--- config.mk ---
export PLATFORM = sky130hd
export DESIGN_NAME = fsr_fault_status
export DESIGN_NICKNAME = d
export VERILOG_FILES = /design/src/fsr_pkg.sv /design/src/fsr_reg_core.sv /design/src/fsr_fault_status.sv
export SDC_FILE = /design/constraint.sdc
export NUM_CORES = 1
export LEC_CHECK = 0
export ABC_CLOCK_PERIOD_IN_PS = 3040
export BUFFER_PORTS_ARGS = -buffer_cell sky130_fd_sc_hd__buf_2
export CORE_AREA = 2 2 40 51
export CTS_CLUSTER_SIZE = 30
export DETAILED_ROUTE_END_ITERATION = 8
export DIE_AREA = 0 0 42 53
export PLACE_DENSITY = 0.74
export SKIP_CTS_REPAIR_TIMING = 1
export SLEW_MARGIN = 15
export SYNTH_ARGS = -nofsm -noshare
export SYNTH_HDL_FRONTEND = slang
export SYNTH_HIERARCHICAL = 1
export SYNTH_SLANG_ARGS = --single-unit
--- constraint.sdc ---
create_clock -name clk -period 3.04 [get_ports clk]
set_clock_uncertainty 0.05 [all_clocks]
set_input_delay 0.152 -clock clk [delete_from_list [all_inputs] [get_ports clk]]
set_output_delay 0.152 -clock clk [all_outputs]
set_load 0.005 [all_outputs]
--- src/fsr_pkg.sv ---
package fsr_pkg;
   localparam logic [7:0] FSR_ADDR       = 8'h21;
   localparam int         BIT_OV         = 0;
   localparam int         BIT_UV         = 1;
   localparam int         BIT_CRC        = 2;
   localparam int         BIT_POR        = 3;
   localparam int         BIT_FORCE      = 4;
   localparam int         BIT_IFAULT     = 5;
   localparam logic [7:0] FSR_W1C_MASK   = 8'h2F;
   localparam logic [7:0] FSR_USED_MASK  = 8'h3F;
   localparam logic [7:0] FSR_RESET_VAL  = 8'h08;
   localparam logic [7:0] FSR_ZERO       = 8'h00;

   typedef struct packed {
      logic consistencyFail;
      logic crcError;
      logic cell_undervoltage_flag;
      logic cell_overvoltage_flag;
   } fsr_events_t;

   typedef struct packed {
      logic       wrEn;
      logic       rdEn;
      logic [7:0] addr;
      logic [7:0] wrData;
   } fsr_req_t;
endpackage

--- src/fsr_reg_core.sv ---
`timescale 1ns/1ns
module fsr_reg_core
   import fsr_pkg::*;
(
   input  wire logic        clk,
   input  wire logic        reset,
   input  wire logic        porDone,
   input  fsr_pkg::fsr_events_t events,
   input  wire logic        hit,
   input  wire logic        wrEn,
   input  wire logic [7:0]  wrData,
   output logic [7:0]       status
);
   logic [7:0] next_status;
   logic [7:0] setBits;

   always_comb begin
      setBits                 = FSR_ZERO;
      setBits[BIT_OV]         = events.cell_overvoltage_flag;   // RQ10
      setBits[BIT_UV]         = events.cell_undervoltage_flag;  // RQ9
      setBits[BIT_CRC]        = events.crcError;                // RQ8
      setBits[BIT_IFAULT]     = events.consistencyFail;         // RQ4
      setBits[BIT_POR]        = porDone;                        // RQ6
      next_status = status;
      if (hit && wrEn) begin
         // clear first so a same-cycle event still wins
         next_status = next_status & ~(wrData & FSR_W1C_MASK);  // RQ1
         next_status[BIT_FORCE] = wrData[BIT_FORCE];            // RQ2
      end
      next_status = (next_status | setBits) & FSR_USED_MASK;    // RQ12
   end

   // por flag starts clear; it is raised once the load sequence finishes
   always_ff @(posedge clk or posedge reset) begin
      if (reset) begin
         status <= FSR_ZERO;
      end else begin
         status <= next_status;
      end
   end
endmodule

--- src/fsr_fault_status.sv ---
`timescale 1ns/1ns
// How it works
// RQ1: each fault flag stays set until the host writes a one to its bit, which clears it.
// RQ2: bit 4 is a plain read/write control bit, written with one or zero.
// RQ3: while bit 4 is one the fault output is asserted, and at zero it adds nothing.
// RQ4: bit 5 is set when the internal register consistency check fails.
// RQ5: the host should reset the device on a consistency failure and give up if it returns.
// RQ6: bit 3 is set by every power-on reset and held until the host clears it.
// RQ7: after power-on the register groups are loaded before the reset flag is raised.
// RQ8: bit 2 is set when a received packet has a checksum error.
// RQ9: bit 1 is set when any cell is below the undervoltage threshold.
// RQ10: bit 0 is set when any cell is over the overvoltage threshold.
// RQ11: the fault output is high whenever any flag or the force bit is set.
// RQ12: bits 7 and 6 read as zero and ignore writes.
module fsr_fault_status
   import fsr_pkg::*;
(
   input  wire logic          clk,
   input  wire logic          reset,
   input  fsr_pkg::fsr_req_t  req,
   input  fsr_pkg::fsr_events_t events,
   input  wire logic          groupLoadDone,
   output logic               groupLoadStart,
   output logic [7:0]         rdData,
   output logic               rdValid,
   output logic               faultOut
);
   typedef enum logic [2:0] {
      ST_LOAD = 3'b001,
      ST_WAIT = 3'b010,
      ST_RUN  = 3'b100
   } fsr_state_t;

   fsr_state_t state;
   fsr_state_t next_state;
   logic       porDone;
   logic       next_groupLoadStart;
   logic [7:0] status;
   logic [7:0] next_rdData;
   logic       next_rdValid;
   logic       next_faultOut;
   logic       hit;

   assign hit = (req.addr == FSR_ADDR);

   // power-on sequence: request group load, wait for done, then flag por
   always_comb begin
      next_state          = state;
      next_groupLoadStart = 1'b0;
      porDone             = 1'b0;
      case (state)
         ST_LOAD: begin
            next_groupLoadStart = 1'b1;
            next_state          = ST_WAIT;
         end
         ST_WAIT: begin
            if (groupLoadDone) begin
               porDone    = 1'b1; // RQ7
               next_state = ST_RUN;
            end
         end
         ST_RUN: begin
            next_state = ST_RUN;
         end
         default: begin
            next_state = ST_LOAD;
         end
      endcase
   end

   always_ff @(posedge clk or posedge reset) begin
      if (reset) begin
         state          <= ST_LOAD;
         groupLoadStart <= 1'b0;
      end else begin
         state          <= next_state;
         groupLoadStart <= next_groupLoadStart;
      end
   end

   fsr_reg_core u_core (
      .clk     (clk),
      .reset   (reset),
      .porDone (porDone),
      .events  (events),
      .hit     (hit),
      .wrEn    (req.wrEn),
      .wrData  (req.wrData),
      .status  (status)
   );

   // reserved bits are masked on both paths so a stray upper bit can never leak out
   function automatic logic [7:0] visibleBits(input logic [7:0] value);
      return value & FSR_USED_MASK;
   endfunction

   always_comb begin
      next_rdValid  = req.rdEn;
      next_rdData   = (req.rdEn && hit) ? visibleBits(status) : FSR_ZERO; // RQ12
      // any sticky flag or the force bit drives the line
      next_faultOut = |visibleBits(status); // RQ3 RQ11
   end

   always_ff @(posedge clk or posedge reset) begin
      if (reset) begin
         rdData   <= FSR_ZERO;
         rdValid  <= 1'b0;
         faultOut <= 1'b0;
      end else begin
         rdData   <= next_rdData;
         rdValid  <= next_rdValid;
         faultOut <= next_faultOut;
      end
   end
endmodule

# ---- After elaboration in Yosys (flattened, before gate mapping)
# Cells that the tools add are included.
# W data, S select, Z words.
dict set report classes {
  eq_ne 5
  bitwise_logic 3
  mux 7
  n_reduce_logical 3
}
# op count
set op_table {}
lappend op_table {{$mux W6} 2}
lappend op_table {{$pmux W3 S3} 1}
lappend op_table {{$eq A8 B6 Y1 const B} 1}
lappend op_table {{$and A6 B6 Y6} 1}
lappend op_table {{$not A6 Y6} 1}
lappend op_table {{$or A6 B6 Y6} 1}
lappend op_table {{$reduce_or A6 Y1} 1}
lappend op_table {{$eq A3 B1 Y1 const B} 1}
lappend op_table {{$eq A3 B2 Y1 const B} 1}
lappend op_table {{$eq A3 B3 Y1 const B} 1}
lappend op_table {{$mux W1} 3}
lappend op_table {{$mux W3} 1}
lappend op_table {{$logic_and A1 B1 Y1} 2}
lappend op_table {{$ne A2 B2 Y1 const B} 1}
dict set report totals {
  output_inout_bits 11
  wordCells 24
  reg_bits 18
}

# ---- Depth between registers and ports, before layout
dict set report logic_depth {
  depth_word 4
  ltp_mapped 5
  mapped_depth_nobuf 4
}

# ---- By module
# Netlist, hierarchy kept.
# mod cells_per_inst n_inst seq_area_each_um2 area_each_um2
set modules_own_cells {}
lappend modules_own_cells {fsr_fault_status 47 1 301.5 531.8}
lappend modules_own_cells {fsr_reg_core 22 1 150.1 256.5}

# ---- Worst setup path before layout
# No wires, ideal clock.
dict set report synth_timing {
  path_type {input -> register}
  from {in req[12] (netlist bit)}
  to {reg u_core.status[4]}
  setup_ns 0.125
  setup_slack_ns 1.384
  arrival_time_ns 1.481
  stages 5
  cell_sequence {or4b_1 > buf_6 > nor2_1 > nand2_2 > mux2_4}
}
dict set report synth_via {
  elab_chain_cells 4
}
# element line
set synth_rtl {}
lappend synth_rtl {{start, declared} fsr_fault_status.sv:20} ;# input fsr_pkg::fsr_req_t req,
lappend synth_rtl {{$eq A8 B6 Y1} fsr_fault_status.sv:44} ;# assign hit = (req.addr == FSR_ADDR);
lappend synth_rtl {{named net hit} fsr_fault_status.sv:42} ;# logic hit;
lappend synth_rtl {{$logic_and A1 B1 Y1} fsr_reg_core.sv:25} ;# if (hit && wrEn) begin
lappend synth_rtl {{$mux W6} fsr_reg_core.sv:25}
lappend synth_rtl {{$or A6 B6 Y6} fsr_reg_core.sv:30} ;# next_status = (next_status | setBits) & FSR_USED_MASK;
lappend synth_rtl {{end signal, assigned} fsr_reg_core.sv:38} ;# status <= next_status;
lappend synth_rtl {{end, declared} fsr_reg_core.sv:12} ;# output logic [7:0] status
# The timed path passes the listed nets, and every way through them passes these cells.
# A chain may end at the register's enable or synchronous reset.

# ---- Worst setup path after layout
# Ends and elaborated chain as after synthesis.

==> reports/qor.yml <==
startpoint_type: "primary input"
drt_iter0_markers: 8
r2r_end: "state[1]"
ys_warn_count: 6
drive_gt1_frac: 0.4231
synth_area_per_cell_um2: 11.66
ctsLongestPathBuffers: 2
gr-usage-met2: 0.2370
nNetsFinal: 130
cts_root_buf: "clkbuf_4"
fin_cells: 123
numCtsBuffers: 3
setup_viol: 0
use_met3: 0.03413
post-route-period-util: 0.5374
hpwl_mm: 1.028
drv_slew: 0
rsz0062_at_grt: "false"
grt_max_degree: 13
fin_crit_ns: 1.634
startpoint: "req[12]"
r2r_slack_ns: 1.99
grt-ovfl-total: 0
vias: 605
synth_cells: 66
top_usage_layer: "met2"
antenna_found_initial: 0
ir_worst_vdd_uv: 254.2
finalWirelength_mm: 1.314
place_inst: 113
viasPerCell: 4.919
gp_congestion: 0.7461
hold_viol: 0
grt_usage: 0.1388
num_rows: 17
core_um2: 1723
wire_per_inst_um: 10.68
reg2reg_from: "state[1]"
outcome: "complete, no violations"
power_mw: 0.5378
hold_class: "primary input to flip-flop"
setup_slack_ns: 1.406
synthesis.area_um2: 769.5
initial_core_util: 0.4466
cellPowerDensity_nw_per_um2: 528.7
synthToLayoutAreaGrowth_pct: 32.20
grt.met1_usage: 0.1645
port_buffers: 31
path_class: "primary input to flip-flop"
postLayoutCoreUtil: 0.5904
drc_errors: 0
required_ns: 3.17
cap_viol_max_count: 0
fmax_ghz: 0.6121
grt_pass1_wl_mm: 2.311
crit_arrival_ns: 1.77
grt_pass1_vias: 572
dieArea_um2: 2226
drtAntennaViolNets: 0
cts_sinks: 18
crit_path_end_kind: "flip-flop"
cts_tree: "built"
tns_ns: 0
drtPass1Iterations: 4
crit_end: "u_core/status[4]"
io_pins: 36
n_antenna_cell: 0
h-tree-depth: 1
clock_latency_ns: 0.29
path_clk_slew_ns: 0.10
place_worst_setup_slack_ns: 1.101
fp.dieH_um: 53
leakagePower_nw: 0.4828
path_max_fanout: 7
die_w_um: 42
rr_worst_depth: 2
## cell usage in the layout, fill, tap and decap left out, types with 2 or more instances in the layout
cell type / instances
a21o_1: 5
a21oi_1: 2
buf_2: 31
clkbuf_4: 3
conb_1: 2
dfrtp_1: 17
dlygate4sd3_1: 6
inv_1: 2
nand2_1: 7
nand2b_1: 2
nand3_1: 5
nor2_1: 3
nor3_2: 6
or4b_1: 2
## where the power goes
group / internal [mW] / leakage [nW] / switching, mW
Combinational: 0.0522 / 0.251 / 0.0387
Clock: 0.0729 / 0.0210 / 0.0696
Sequential: 0.273 / 0.211 / 0.0315
Total: 0.398 / 0.483 / 0.140
## cell type report
class | instances | area (um2)
Multi-Input combinational cell | 43 | 282.8
Tap cell | 19 | 23.77
Fill cell | 147 | 705.7
Clock buffer | 4 | 36.28
Timing Repair Buffer | 37 | 215.2
Sequential cell | 18 | 451.7
Inverter | 2 | 7.507
## critical path, stage by stage
cell and delay (ns):
buf_2 0.09, or4b_1 0.69, nor2_1 0.43, nand2_2 0.10
mux2_4 0.30
## metal layers
| metal | part of all wire | vias up | wire (um) |
|---|---|---|---|
| li1 | - | 300 | - |
| met1 | 0.40 | 278 | 528 |
| met2 | 0.52 | 25 | 682 |
| met3 | 0.067 | 2 | 88 |
| met4 | 0.011 | 0 | 14 |
| met5 | 0 | - | 0 |
## how the worst min path moves through the flow
stage	cells after the start	start	to
6_report	2	req[4]	u_core/status[4]
5_1_grt	2	req[4]	u_core/status[4]
4_1_cts	2	reset	u_core/status[4]
3_5_place_dp	2	reset	u_core/status[4]
3_3_place_gp	2	reset	u_core/status[4]
2_1_floorplan	1	reset	u_core/status[0]
## through the flow
| step | cell area (um2) | hold slack (ns) |
|---|---|---|
| 6_report | 1017 | 0.04059 |
| 3_5_place_dp | 920.9 | 0.02909 |
| 4_1_cts | 957.2 | -0.2905 |
| 2_1_floorplan | 773.2 | -0.1070 |
| 3_3_place_gp | 920.9 | 0.02722 |
| 5_1_grt | 1017 | 0.02676 |
## state kept, by name, summed over array words and instances, names as in the netlist
register,flops
rdData,6
u_core/status,6
state,3
faultOut,1
groupLoadStart,1
rdValid,1
Note: power is estimated with default switching activity, not from simulation.
